**config.mk**
```make
export PLATFORM = sky130hd
export DESIGN_NAME = timer_count_and_reset_control
export DESIGN_NICKNAME = d
export VERILOG_FILES = /design/src/sysreg_pkg.sv /design/src/timer_count_and_reset_control.sv
export SDC_FILE = /design/constraint.sdc
export NUM_CORES = 1
export LEC_CHECK = 0
export ABC_AREA = 1
export BUFFER_PORTS_ARGS = -buffer_cell sky130_fd_sc_hd__buf_2
export CORE_MARGIN = 3
export CORE_UTILIZATION = 50
export DETAILED_ROUTE_END_ITERATION = 12
export PLACE_DENSITY_LB_ADDON = 0.1
export SKIP_CTS_REPAIR_TIMING = 1
export SLEW_MARGIN = 20
export SYNTH_ARGS = -nofsm -noshare
export SYNTH_HDL_FRONTEND = slang
export SYNTH_SLANG_ARGS = --single-unit
```
**constraint.sdc**
```tcl
create_clock -name clk -period 1.7 [get_ports clk]
set_input_delay 0.17 -clock clk [delete_from_list [all_inputs] [get_ports clk]]
set_output_delay 0.17 -clock clk [all_outputs]
set_load 0.005 [all_outputs]
```
**src/sysreg_pkg.sv**
```systemverilog
// Package with offsets, field positions, reset values, timing counts and carrier types for the system register group.
`default_nettype none
package sysreg_pkg;
    localparam logic [11:0] OFS_GENERAL_TIMER_COUNT = 12'h090;
    localparam logic [11:0] OFS_FREE_RUNNING_COUNT  = 12'h09C;
    localparam logic [11:0] OFS_SOFT_RESET_CONTROL  = 12'h1F8;
    localparam int unsigned BIT_DIGITAL_RESET  = 0;
    localparam int unsigned BIT_FIRST_PHY_RST  = 1;
    localparam int unsigned BIT_SECOND_PHY_RST = 2;
    localparam int unsigned BIT_VIRTUAL_PHY_RST = 3;
    localparam logic [15:0] TIMER_COUNT_RESET  = 16'hFFFF;
    localparam logic [15:0] TIMER_LOAD_RESET   = 16'hFFFF;
    localparam logic [31:0] FREE_RUN_RESET     = 32'h0000_0000;
    localparam logic [31:0] REG_ZERO           = 32'h0000_0000;
    // Clock rate and reset hold time; the hold count rounds up.
    localparam int unsigned CLK_HZ             = 25_000_000;
    localparam int unsigned PHY_HOLD_NS        = 102_000;
    localparam int unsigned PHY_HOLD_CYCLES    = (PHY_HOLD_NS * (CLK_HZ / 1_000_000) + 999) / 1000;
    localparam int unsigned VPHY_HOLD_CYCLES   = 4;
    localparam int unsigned DIGITAL_HOLD_CYCLES = 4;
    localparam int unsigned FREE_RUN_CLEAR_NS  = 160;
    // Host register access request.
    typedef struct packed {
        logic        rd;
        logic        wr;
        logic [11:0] addr;
        logic [31:0] wdata;
        logic        from_loader;
    } reg_req_t;
    // Timer configuration coming from the configuration register outside.
    typedef struct packed {
        logic        enable;
        logic [15:0] preload;
    } timer_cfg_t;
endpackage
`default_nettype wire

```
**src/timer_count_and_reset_control.sv**
```systemverilog
// System register group: general timer count, free-running counter and soft reset control.
`default_nettype none
// Function
// - Timer count register returns timer value low half, upper zero, resets to all ones.
// - Enabled timer counts down starting from the configured preload value.
// - 32-bit free-running counter clears on reset, increments every clock.
// - Free-running counter wraps to zero silently and keeps counting.
// - Counter may read stale up to 160 ns after reset.
// - Writing one to virtual PHY reset bit resets it; bit self-clears after.
// - Writing one to a port PHY bit resets it for at least 102 us.
// - Port PHY reset bits clear when their PHY leaves reset.
// - Writes to a self-clearing reset bit are ignored while it is set.
// - Digital reset resets chip except PLL and all three PHYs.
// - After digital reset the configuration loader starts, leaving PHYs alone.
// - Digital reset returns control registers to defaults, survivors excepted.
// - Digital reset aborts any configuration loader command in progress.
// - Digital reset bit clears itself when the chip leaves reset.
// - Configuration loader cannot write any of the four reset bits.
// - Reset control register reads harmlessly while device is not ready.
// - Either 16-bit half of reset control register is readable alone.
module timer_count_and_reset_control #(
    parameter int unsigned PHY_HOLD = sysreg_pkg::PHY_HOLD_CYCLES
) (
    input  wire logic                    clk,
    input  wire logic                    reset_n,
    input  wire sysreg_pkg::reg_req_t    req,
    input  wire sysreg_pkg::timer_cfg_t  timer_cfg,
    output logic [31:0]                  rdata,
    output logic                         rvalid,
    output logic                         virtual_phy_reset,
    output logic                         first_port_phy_reset,
    output logic                         second_port_phy_reset,
    output logic                         digital_reset,
    output logic                         loader_start,
    output logic                         loader_abort
);
    localparam int unsigned CW = $clog2(PHY_HOLD + 1);

    logic [15:0]   timer_ff;
    logic [31:0]   free_run_ff;
    logic          vphy_ff;
    logic          phy1_ff;
    logic          phy2_ff;
    logic          dig_ff;
    logic [CW-1:0] phy1_cnt_ff;
    logic [CW-1:0] phy2_cnt_ff;
    logic [2:0]    vphy_cnt_ff;
    logic [2:0]    dig_cnt_ff;
    logic          dig_done_ff;
    logic          host_wr;
    logic          core_rst;

    // The loader never reaches the reset bits, so only host writes count.
    // loader writes blocked
    assign host_wr  = req.wr && !req.from_loader && (req.addr == sysreg_pkg::OFS_SOFT_RESET_CONTROL);
    assign core_rst = !reset_n || dig_ff;

    // General timer reloads while disabled and counts down while enabled.
    always_ff @(posedge clk) begin
        if (core_rst) begin
            timer_ff <= sysreg_pkg::TIMER_COUNT_RESET;
        end else if (!timer_cfg.enable) begin
            timer_ff <= timer_cfg.preload;
        end else begin
            timer_ff <= timer_ff - 16'h0001;
        end
    end

    // The free-running counter wraps without any flag; a digital reset clears it too.
    always_ff @(posedge clk) begin
        if (core_rst) begin
            free_run_ff <= sysreg_pkg::FREE_RUN_RESET;
        end else begin
            free_run_ff <= free_run_ff + 32'h0000_0001;
        end
    end

    // Port PHY resets run their hold counter from the setting write.
    // hold port PHY reset
    always_ff @(posedge clk) begin
        if (!reset_n) begin
            phy1_ff     <= 1'b0;
            phy2_ff     <= 1'b0;
            phy1_cnt_ff <= '0;
            phy2_cnt_ff <= '0;
        end else begin
            if (!phy1_ff && host_wr && req.wdata[sysreg_pkg::BIT_FIRST_PHY_RST]) begin
                phy1_ff     <= 1'b1;
                phy1_cnt_ff <= '0;
            end else if (phy1_ff) begin
                phy1_cnt_ff <= phy1_cnt_ff + CW'(1);
                if (phy1_cnt_ff == CW'(PHY_HOLD - 1)) begin
                    phy1_ff <= 1'b0;
                end
            end
            if (!phy2_ff && host_wr && req.wdata[sysreg_pkg::BIT_SECOND_PHY_RST]) begin
                phy2_ff     <= 1'b1;
                phy2_cnt_ff <= '0;
            end else if (phy2_ff) begin
                phy2_cnt_ff <= phy2_cnt_ff + CW'(1);
                if (phy2_cnt_ff == CW'(PHY_HOLD - 1)) begin
                    phy2_ff <= 1'b0;
                end
            end
        end
    end

    // The virtual PHY gets a short reset pulse, then the bit clears itself.
    // virtual PHY reset
    always_ff @(posedge clk) begin
        if (!reset_n) begin
            vphy_ff     <= 1'b0;
            vphy_cnt_ff <= 3'h0;
        end else if (!vphy_ff && host_wr && req.wdata[sysreg_pkg::BIT_VIRTUAL_PHY_RST]) begin
            vphy_ff     <= 1'b1;
            vphy_cnt_ff <= 3'h0;
        end else if (vphy_ff) begin
            vphy_cnt_ff <= vphy_cnt_ff + 3'h1;
            if (vphy_cnt_ff == 3'(sysreg_pkg::VPHY_HOLD_CYCLES - 1)) begin
                vphy_ff <= 1'b0;
            end
        end
    end

    // Digital reset lasts a fixed number of cycles, then starts the loader.
    // It survives its own reset, so it is held only by the chip reset.
    // digital bit self-clears
    always_ff @(posedge clk) begin
        if (!reset_n) begin
            dig_ff      <= 1'b0;
            dig_cnt_ff  <= 3'h0;
            dig_done_ff <= 1'b0;
        end else begin
            dig_done_ff <= 1'b0;
            if (!dig_ff && host_wr && req.wdata[sysreg_pkg::BIT_DIGITAL_RESET]) begin
                dig_ff     <= 1'b1;
                dig_cnt_ff <= 3'h0;
            end else if (dig_ff) begin
                dig_cnt_ff <= dig_cnt_ff + 3'h1;
                if (dig_cnt_ff == 3'(sysreg_pkg::DIGITAL_HOLD_CYCLES - 1)) begin
                    dig_ff      <= 1'b0;
                    dig_done_ff <= 1'b1;
                end
            end
        end
    end

    // Side-effect outputs; the PHY resets are not driven by the digital reset.
    always_ff @(posedge clk) begin
        if (!reset_n) begin
            virtual_phy_reset     <= 1'b0;
            first_port_phy_reset  <= 1'b0;
            second_port_phy_reset <= 1'b0;
            digital_reset         <= 1'b0;
            loader_start          <= 1'b0;
            loader_abort          <= 1'b0;
        end else begin
            virtual_phy_reset     <= vphy_ff;
            first_port_phy_reset  <= phy1_ff;
            second_port_phy_reset <= phy2_ff;
            digital_reset         <= dig_ff;
            loader_start          <= dig_done_ff;
            loader_abort          <= !dig_ff && host_wr && req.wdata[sysreg_pkg::BIT_DIGITAL_RESET];
        end
    end

    // Read port; the full word is returned so either half may be used alone.
    // reads always harmless
    always_ff @(posedge clk) begin
        if (!reset_n) begin
            rdata  <= sysreg_pkg::REG_ZERO;
            rvalid <= 1'b0;
        end else begin
            rvalid <= req.rd;
            rdata  <= sysreg_pkg::REG_ZERO;
            if (req.rd) begin
                case (req.addr)
                    sysreg_pkg::OFS_GENERAL_TIMER_COUNT: rdata <= {16'h0000, timer_ff};
                    // may be stale right after reset
                    sysreg_pkg::OFS_FREE_RUNNING_COUNT:  rdata <= free_run_ff;
                    sysreg_pkg::OFS_SOFT_RESET_CONTROL:  rdata <= {28'h0000000, vphy_ff, phy2_ff, phy1_ff, dig_ff};
                    default:                             rdata <= sysreg_pkg::REG_ZERO;
                endcase
            end
        end
    end

    // Assertions; each one names the rule it guards in the label at the start of its first line.
    // The hold length is counted here on its own, so a wrong step in the design's counter still shows up.
    logic [CW-1:0] phy2_len_ff;

    always_ff @(posedge clk) begin
        if (!reset_n || !phy2_ff) begin
            phy2_len_ff <= '0;
        end else if (phy2_len_ff != CW'(PHY_HOLD)) begin
            phy2_len_ff <= phy2_len_ff + CW'(1);
        end
    end

    a_phy1_hold: assert property (@(posedge clk) disable iff (!reset_n)
        $rose(phy1_ff) |-> phy1_ff [*8])
        else $error("port PHY reset released too early");

    a_phy2_length: assert property (@(posedge clk) disable iff (!reset_n)
        $fell(phy2_ff) |-> phy2_len_ff == CW'(PHY_HOLD))
        else $error("port PHY reset hold length wrong");

    a_phy_clears: assert property (@(posedge clk) disable iff (!reset_n)
        (phy1_ff && phy1_cnt_ff == CW'(PHY_HOLD - 1)) |=> !phy1_ff)
        else $error("port PHY bit did not clear");

    a_phy1_refuse: assert property (@(posedge clk) disable iff (!reset_n)
        (phy1_ff && host_wr) |=> phy1_cnt_ff == $past(phy1_cnt_ff) + CW'(1))
        else $error("write to a set port PHY bit restarted the hold");

    a_dig_refuse: assert property (@(posedge clk) disable iff (!reset_n)
        (dig_ff && host_wr) |=> dig_cnt_ff == $past(dig_cnt_ff) + 3'h1)
        else $error("write to a set digital bit restarted the reset");

    a_loader_block: assert property (@(posedge clk) disable iff (!reset_n)
        (req.wr && req.from_loader && !dig_ff) |=> !$rose(dig_ff))
        else $error("loader set reset bit");

    a_free_inc: assert property (@(posedge clk) disable iff (!reset_n)
        !$past(core_rst) |-> free_run_ff == $past(free_run_ff) + 32'h0000_0001)
        else $error("free counter skipped");

    a_free_clear: assert property (@(posedge clk) disable iff (!reset_n)
        $past(core_rst) |-> free_run_ff == sysreg_pkg::FREE_RUN_RESET)
        else $error("free counter not cleared");

    a_dig_clear: assert property (@(posedge clk) disable iff (!reset_n)
        $rose(dig_ff) |-> ##4 !dig_ff ##1 loader_start)
        else $error("digital reset not ended");

    a_abort_reset: assert property (@(posedge clk) disable iff (!reset_n)
        loader_abort |=> digital_reset)
        else $error("loader abort without digital reset");

    a_vphy_clear: assert property (@(posedge clk) disable iff (!reset_n)
        $rose(vphy_ff) |-> ##[1:5] !vphy_ff)
        else $error("virtual PHY bit stuck");

    a_timer_reset: assert property (@(posedge clk)
        !reset_n |=> timer_ff == sysreg_pkg::TIMER_COUNT_RESET)
        else $error("timer reset value wrong");

    a_timer_upper: assert property (@(posedge clk) disable iff (!reset_n)
        (rvalid && $past(req.addr) == sysreg_pkg::OFS_GENERAL_TIMER_COUNT) |-> rdata[31:16] == 16'h0000)
        else $error("timer count upper half not zero");

    a_timer_down: assert property (@(posedge clk) disable iff (!reset_n)
        ($past(timer_cfg.enable) && !$past(core_rst)) |-> timer_ff == $past(timer_ff) - 16'h0001)
        else $error("timer did not step down");

    a_timer_load: assert property (@(posedge clk) disable iff (!reset_n)
        (!$past(timer_cfg.enable) && !$past(core_rst)) |-> timer_ff == $past(timer_cfg.preload))
        else $error("timer did not take preload");

    a_phy_iso: assert property (@(posedge clk) disable iff (!reset_n)
        (dig_ff && !phy1_ff) |=> !first_port_phy_reset)
        else $error("digital reset hit PHY");

    a_read_answer: assert property (@(posedge clk) disable iff (!reset_n)
        req.rd |=> rvalid)
        else $error("read not answered");

    a_ctrl_reserved: assert property (@(posedge clk) disable iff (!reset_n)
        (rvalid && $past(req.addr) == sysreg_pkg::OFS_SOFT_RESET_CONTROL) |-> rdata[31:4] == 28'h0000000)
        else $error("reset control reserved bits not zero");

    // Main scenarios: digital reset, both port resets, virtual reset and a refused write.
    c_dig: cover property (@(posedge clk) $rose(dig_ff) ##[1:8] loader_start);
    c_phy1: cover property (@(posedge clk) $fell(phy1_ff));
    c_phy2: cover property (@(posedge clk) $fell(phy2_ff));
    c_vphy: cover property (@(posedge clk) $fell(vphy_ff));
    c_refused: cover property (@(posedge clk) phy1_ff && host_wr);
endmodule
`default_nettype wire

```
==> results of run 1 <==
==> through the flow <==
stage               cell area, um2  total power [mW]  hold WS (ns)  utilization (%)  setup slack [ns]
floorplan                     5720              3.12         0.290                -             0.382
global placement              6260              3.22         0.380             56.8             0.166
detailed placement            6260              3.23         0.387             56.8             0.138
CTS                           6770              6.36       -0.0477             61.4             0.132
global route                  6920              6.55        0.0170             62.7            0.0186
finish                        6920              6.31      -0.00402             62.7             0.167
==> power by group <==
| group | switching [mW] | total, mW | internal (mW) |
|---|---|---|---|
| Combinational | 0.152 | 0.262 | 0.110 |
| Clock | 1.17 | 3.12 | 1.95 |
| Sequential | 0.0362 | 2.94 | 2.90 |
| Total | 1.35 | 6.31 | 4.96 |
==> how the worst max path moves through the flow <==
stage	end	depth (start not counted)
global route	free_run_ff[23]$_SDFF_PP0_	7
detailed placement	free_run_ff[18]$_SDFF_PP0_	8
CTS	free_run_ff[18]$_SDFF_PP0_	8
finish	timer_ff[12]$_SDFF_PP1_	9
floorplan	free_run_ff[22]$_SDFF_PP0_	8
global placement	free_run_ff[18]$_SDFF_PP0_	8
==> cell type report <==
| class | instances | area, um2 | area share (%) |
|---|---|---|---|
| Inverter | 105 | 394 | 5.70 |
| Clock buffer | 27 | 493 | 7.12 |
| Multi-Input combinational cell | 574 | 2780 | 40.2 |
| Sequential cell | 122 | 2440 | 35.3 |
| Tap cell | 140 | 175 | 2.53 |
| Timing Repair Buffer | 103 | 618 | 8.93 |
| Clock inverter | 3 | 15.0 | 0.217 |
==> tightest hold or removal path, cell delays in order <==
cell     delay [ns]
buf_2          0.08
a21oi_1        0.06
o21ai_0        0.07
==> synth_stat cells <==
library cell    n
o21ai_0        41
nor3_1         17
nand2_1       186
o21ai_1         4
o21a_1          1
nor2_1        150
xnor2_1        11
nand2_4         2
nand4_1        13
ha_1           10
buf_6           2
nand3_1        52
xor2_1         10
dfxtp_1       122
nand2_2         2
nor2_4         13
nand3_2         1
nand3b_1        3
nor4_1          1
clkinv_1        1
a21oi_1        44
o21bai_1        2
buf_8           1
buf_4           2
buf_2           5
or2_2           1
nor3_4          1
clkbuf_1        8
nor2_2          5
inv_1         104
o22ai_1         1
mux2i_1         3
==> metal layers <==
layer / vias up / wire (um) / GRT usage (%)
met5: - / 0 / 0
met4: 0 / 184 / 8.65
met3: 18 / 656 / 6.84
met2: 121 / 6300 / 35.2
met1: 2399 / 6080 / 26.5
li1: 2777 / - / -
==> sequential cells by signal, summed over array words and instances (netlist names) <==
register / flops
virtual_phy_reset: 1
digital_reset: 1
loader_abort: 1
vphy_cnt_ff: 3
phy1_ff: 1
first_port_phy_reset: 1
dig_ff: 1
phy2_ff: 1
rdata: 32
dig_cnt_ff: 3
phy2_cnt_ff: 12
loader_start: 1
phy1_cnt_ff: 12
rvalid: 1
vphy_ff: 1
dig_done_ff: 1
second_port_phy_reset: 1
free_run_ff: 32
timer_ff: 16
==> kinds of logic after synthesis <==
family / Yosys count
AOI/OAI and AO/OA: 93
xor gates and xnor gates: 21
adders and majority gates: 10
buffers and inverters: 123
DFF: 122
muxes: 3
and+or+nand+nor: 447
==> run summary, run 1 <==
Measured against its own limit, the worst slew margin works out to 71.9%. The count of buffers inserted at the top-level ports is 76, and the number of cells in the finished layout apart from fillers is 1,074. Yosys attributes the largest share of cell area to dfxtp_1 (43%), nand2_1 (12%), nor2_1 (9.8%). The first detailed-routing pass took 5 iterations. The actual slew at the worst max-slew pin came out at 0.421 ns.

The tools report the TritonCTS buffer count as 17. The number of remaining DRC errors is 0. Walking the worst path, the cells encountered are inv_1, ha_1, inv_1, nor2_1, nand3_1, nor2_1, nand3_1, nand3_1, nand2_1. Across the run, the number of max-cap violations was 0. The final period utilization is 90.2%, and the antenna diode count is 0.

The share of post-route cells with drive strength above 1 is 14.8%. The longest clock path from root to sink contains 2 buffers. For the finished layout, the period the worst path requires is 1.53 ns. The tools report the critical path endpoint category as a flop.

The average footprint of a synthesized cell came out at 6.98 um2. The worst hold path passes through 3 cells. The run gives 0.00572 mm2 as the cell area after synthesis. The startpoint of the most critical hold path was timer_cfg[15]. The congestion estimate from routability-driven global placement came to 0.951. IR analysis of the VDD net gives a maximum drop of 0.679 mV. The setup TNS after final layout is 0 ns, and the starting density of the core is 51.8%. Once placement completed, the tool counted placed cells totaling 1,030. The horizontal die dimension works out to 113 um. After synthesis, the largest family of logic cells by area is simple AND/OR/NAND/NOR gates. Worst hold endpoint: timer_ff[15]$_SDFF_PP1_. The run gives 5,315 as the number of vias in the routed layout. At the worst endpoint, the required time is 2.00 ns. The setup path with the least slack is of type reg2reg. For this block, the initial DRC count from the detailed router was 443. Counting stages on the worst path, the most repeated cell is nand3_1.

The die height works out to 113 um. The insertion delay of the later-clocked pin in the worst-skew pair is 0.41 ns. The number of rows created at floorplan was 38. For the worst slack on hold paths, the log shows -0.00402 ns. The initial antenna violation count is 0, and the wire length per cell is 12.3 um. In the layout the commonest cells are nand2_1 (186), nor2_1 (149), dfxtp_1 (122). The final reports fail on hold timing. In this run the count of I/O pins placed on the die edge is 105. The sum of buffers and inverters on the critical path works out to 2. The post-synthesis mux area share is 0.525%, and the slack of the worst reg-to-reg path is 0.17 ns. Along the worst path, the maximum fanout reaches 4. The worst register-to-register path begins at timer_ff[0]$_SDFF_PP1_. During synthesis, Yosys emitted a total of 0 warnings. The leftover overflow at the end of global routing is 0. The total area inside the core boundary comes to 0.0110 mm2. Summing the areas of all xor and xnor instances in the mapped netlist gives 3.22% of the synthesized area.

When the netlist entered floorplanning its net count stood at 895. The power density over the cells was 912 mW/mm2. Setup violations remaining at the end of the flow were counted as 0. After detailed routing, the total wire length is 13.2 mm. TritonCTS built the clock tree.

Entering global routing, the biggest net connects 33 pins. Measured in cells, the most critical reg-to-reg path has a length of 9. The synthesized netlist devotes 34.3% of its cell area to simple gates.

Synthesis instantiated 32 different standard cells from the library. After filler insertion, the fill cell instance count of the layout stands at 990. The run gives 22.1 mm as the first-pass GRT wire length. Once detail routing completed, the nets flagged for antenna violations numbered 0. The run gives 1 as the final hold violation count. The cell accounting for the most synthesized area is dfxtp_1.

Setup repair after global routing left no endpoint under its margin. The total die area is 0.0128 mm2. For this run, the slowest stage of the critical path takes 0.31 ns. The share of the synthesized area in the top cell type works out to 42.7%.

The part of the Yosys area used for sequential elements is 42.7%. Data arrives at the worst endpoint at 1.84 ns. The tightest min-delay check is of the in2reg type.

The clock skew was 0.00481 ns; the HPWL reported at the end of detailed placement was 9.73 mm. Launching element of the worst setup path: timer_ff[0]$_SDFF_PP1_. The clock tree synthesis step divided the H-tree into 4 levels. The total clock sinks was 122. The adder and majority cell fraction of the synthesized area was 2.19%.

In this run the static leakage power is 2.77 nW. The flow ran to the end, but the final reports show violations. Most common cell after layout, fill and taps aside: nand2_1.

The via-per-instance ratio came out at 4.95. The synthesized design contains 122 register bits. The synthesized netlist devotes 8.29% of its cell area to compound gates.

For the count of final max-slew check failures, the log shows 0. Area added between synthesis and finish: 21.0%. The tree is rooted in a clkbuf_16. Number of nets in the final layout: 999.

Synthesis produced 819 cells. In this design, the largest share of critical-path delay is due to simple AND/OR/NAND/NOR gates. Clock-pin slew on the worst setup and hold paths: 0.05 ns.

STA classifies the critical path startpoint as a flop. Timing would allow up to 0.652 GHz. Global routing consumed, over all layers together, 21.6% of the routing resources.

The slowest stage of the critical path is the dfxtp_1 cell. The worst register-to-register path ends at timer_ff[12]$_SDFF_PP1_. The tools report the via count of the first global-routing pass as 4,959.
Power figures use the tool's default switching activity.
==> run 2, diff against run 1 <==
CAP_MARGIN = 10   (was unset)
GPL_TIMING_DRIVEN = 0   (was unset)
==> run summary, run 2 (synthesis results as in run 1) <==
The I/O pin count is 105 (unchanged). TritonCTS built the clock tree. Most frequent cells in the layout: nand2_1 (186), nor2_1 (144), dfxtp_1 (122) (was nand2_1 (186), nor2_1 (149), dfxtp_1 (122)). The antenna diode count was 0 (unchanged). The count of buffers inserted at the top-level ports is 76 (unchanged). The total iterations of the first detailed-routing run was 7 (was 5). Number of fill cells: 1,019 (was 990).

The sum of buffers and inverters on the critical path works out to 2 (unchanged). The worst reg2reg path endpoint was timer_ff[12]$_SDFF_PP1_ (unchanged). The die height was 113 um (unchanged). The run gives 63.3% (was 62.7%) as the post-layout utilization of the core. The largest buffer count on any clock path was 2 (unchanged); the post-layout total power was 6.55 mW (was 6.31 mW). The horizontal die dimension came out at 113 um (unchanged). Highest-delay cell along the critical path: dfxtp_1 (unchanged). The logs give 0.0110 mm2 (unchanged) for the core outline area and 38 (unchanged) for the number of rows created at floorplan. The clock-pin slew on the worst setup and hold paths was 0.06 ns (was 0.05 ns); the insertion delay of the later-clocked pin in the worst-skew pair was 0.42 ns (was 0.41 ns). The violation count after the first detailed-route iteration was 482 (was 443); the worst reg2reg path depth was 5 (was 9).

The slack of the worst reg-to-reg path is 0.13 ns (was 0.17 ns). The area added between synthesis and finish is 22.0% (was 21.0%), and the largest driver fanout on the critical path is 10 (was 4). For the TritonCTS buffer count, the log shows 17 (unchanged). Family with the most delay on the worst path: buffers and inverters (was simple AND/OR/NAND/NOR gates).

The via count of the first global-routing pass was 5,101 (was 4,959). The logs give 0 (unchanged) for the number of nets with antenna violations after routing and 0.949 (was 0.951) for the final estimated routing congestion in global placement. The tools report the final hold violation count as 1 (unchanged). The actual slew at the worst max-slew pin is 0.625 ns (was 0.421 ns), and the worst slack on hold paths is -0.00750 ns (was -0.00402 ns).

The setup violation total in the final timing report is 0 (unchanged). The sequential cell area was 0.00244 mm2 (unchanged); the wire length per cell was 12.7 um (was 12.3 um). The required time of the critical path came out at 2.01 ns (was 2.00 ns).

Top Registers: free_run_ff: 32 flops, rdata: 32 flops, timer_ff: 16 flops (unchanged). The logs give 0 (unchanged) for the initial antenna violation count and 1,002 (was 999) for the number of nets in the final layout. The number of cells in the finished layout apart from fillers was 1,078 (was 1,074).

For the pin count of the biggest net entering global routing, the log shows 17 (was 33). The HPWL reported at the end of detailed placement is 10.1 mm (was 9.73 mm). The maximum single-stage delay on the critical path was 0.38 ns (was 0.31 ns); the via-per-instance ratio was 5.01 (was 4.95). The power density over the cells was 938 mW/mm2 (was 912 mW/mm2); the post-layout minimum cycle time was 1.57 ns (was 1.53 ns).

The first-pass GRT wire length was 22.9 mm (was 22.1 mm); the starting density of the core was 51.8% (unchanged). The tools report the arrival time reported for the critical path endpoint as 1.88 ns (was 1.84 ns). Most common cell after layout, fill and taps aside: nand2_1 (unchanged). Startpoint-to-endpoint class of the critical path: reg2reg (unchanged). Final period utilization: 92.6% (was 90.2%). For the detailed-route wire length, the log shows 13.7 mm (was 13.2 mm). The total die area came out at 0.0128 mm2 (unchanged).

The total stage count of the critical path is 5 (was 9), and the footprint of the multi-input gates is 0.00281 mm2 (was 0.00278 mm2). The logs give 4 (unchanged) for the count of H-tree levels built during CTS and 0 (unchanged) for the count of final max-slew check failures. The reported leakage power came out at 2.77 nW (about the same). Class of the tightest hold or removal check: in2reg (unchanged).

The run gives 122 (unchanged) as the total clock sinks. Cell chosen for the clock root: clkbuf_16 (unchanged). The leftover overflow at the end of global routing came out at 0 (unchanged).

The type of origin of the critical path is a flop (unchanged). The number of vias in the routed layout is 5,397 (was 5,315). The total global-route track usage is 22.2% (was 21.6%). The clock skew was 0.00826 ns (was 0.00481 ns); the share of post-route cells with drive strength above 1 was 16.0% (was 14.8%).

Critical path endpoint category: a flop (unchanged). The number of maximum-capacitance violations came out at 0 (unchanged). The tools report the launching element of the worst setup path as dig_ff$_SDFF_PN0_ (was timer_ff[0]$_SDFF_PP1_).

For the maximum clock rate, the log shows 0.635 GHz (was 0.652 GHz). The last element of the critical path was timer_ff[12]$_SDFF_PP1_ (unchanged). The tools report the cell area after placement as 0.00627 mm2 (was 0.00626 mm2). The flow ran to the end, but the final reports show violations. The peak ir drop on the vdd network was 0.811 mV (was 0.679 mV). Violations in the final reports: hold timing (unchanged).

The tools report the beginning of the worst register-to-register path as dig_ff$_SDFF_PN0_ (was timer_ff[0]$_SDFF_PP1_). The number of remaining DRC errors came out at 0 (unchanged). The post-route standard cell area excluding fillers was 0.00698 mm2 (was 0.00692 mm2).

The tools report the placed cell count as 1,035 (was 1,030). Worst path cell trace: nor2_2, inv_1, clkbuf_1, a21oi_1, nand2_1 (was inv_1, ha_1, inv_1, nor2_1, nand3_1, nor2_1, nand3_1, nand3_1, nand2_1). The tools report the normalized max-slew margin as 58.3% (was 71.9%).
run 2: worst register-to-register path, cell delays in order, from the launching register on:
cell	delay [ns]
dfxtp_1	0.38
nor2_2	0.31
inv_1	0.17
clkbuf_1	0.33
a21oi_1	0.21
nand2_1	0.07
run 2: layout make-up:
| type | instances | area share (%) |
|---|---|---|
| Timing Repair Buffer | 88 | 7.17 |
| Inverter | 105 | 5.65 |
| Sequential cell | 122 | 35.0 |
| Clock buffer | 19 | 6.49 |
| Tap cell | 140 | 2.51 |
| Multi-Input combinational cell | 574 | 40.2 |
| Clock inverter | 12 | 1.45 |
| Buffer | 18 | 1.54 |
run 2: worst min-delay path by stage:
stage                             start                       to  cells past startpoint
after floorplan           timer_cfg[14]  timer_ff[14]$_SDFF_PP1_                      2
after global placement     timer_cfg[9]   timer_ff[9]$_SDFF_PP1_                      3
after detailed placement  timer_cfg[12]  timer_ff[12]$_SDFF_PP1_                      3
after CTS                 timer_cfg[12]  timer_ff[12]$_SDFF_PP1_                      3
after global routing       timer_cfg[8]   timer_ff[8]$_SDFF_PP1_                      3
final                      timer_cfg[6]   timer_ff[6]$_SDFF_PP1_                      3
run 2: per-stage QoR:
step                TNS [ns]  worst slack (ns)
floorplan                  0             0.382
global placement           0            0.0994
detailed placement         0            0.0406
CTS                        0            0.0336
global route        -0.00228          -0.00228
finish                     0             0.126
run 2: metal layers:
layer | wire (um) | up-vias | GRT usage, % | share of wire (%)
met1 | 6180 | 2445 | 27.4 | 45
met3 | 643 | 25 | 5.51 | 4.7
li1 | - | 2790 | - | -
met4 | 231 | 0 | 7.85 | 1.7
met2 | 6630 | 137 | 37.8 | 48
met5 | 0 | - | 0 | 0
run 2: power by group:
group / switching [mW] / internal [mW] / leakage, nW
Clock: 1.30 / 2.06 / 0.262
Sequential: 0.0382 / 2.90 / 0.988
Combinational: 0.155 / 0.104 / 1.52
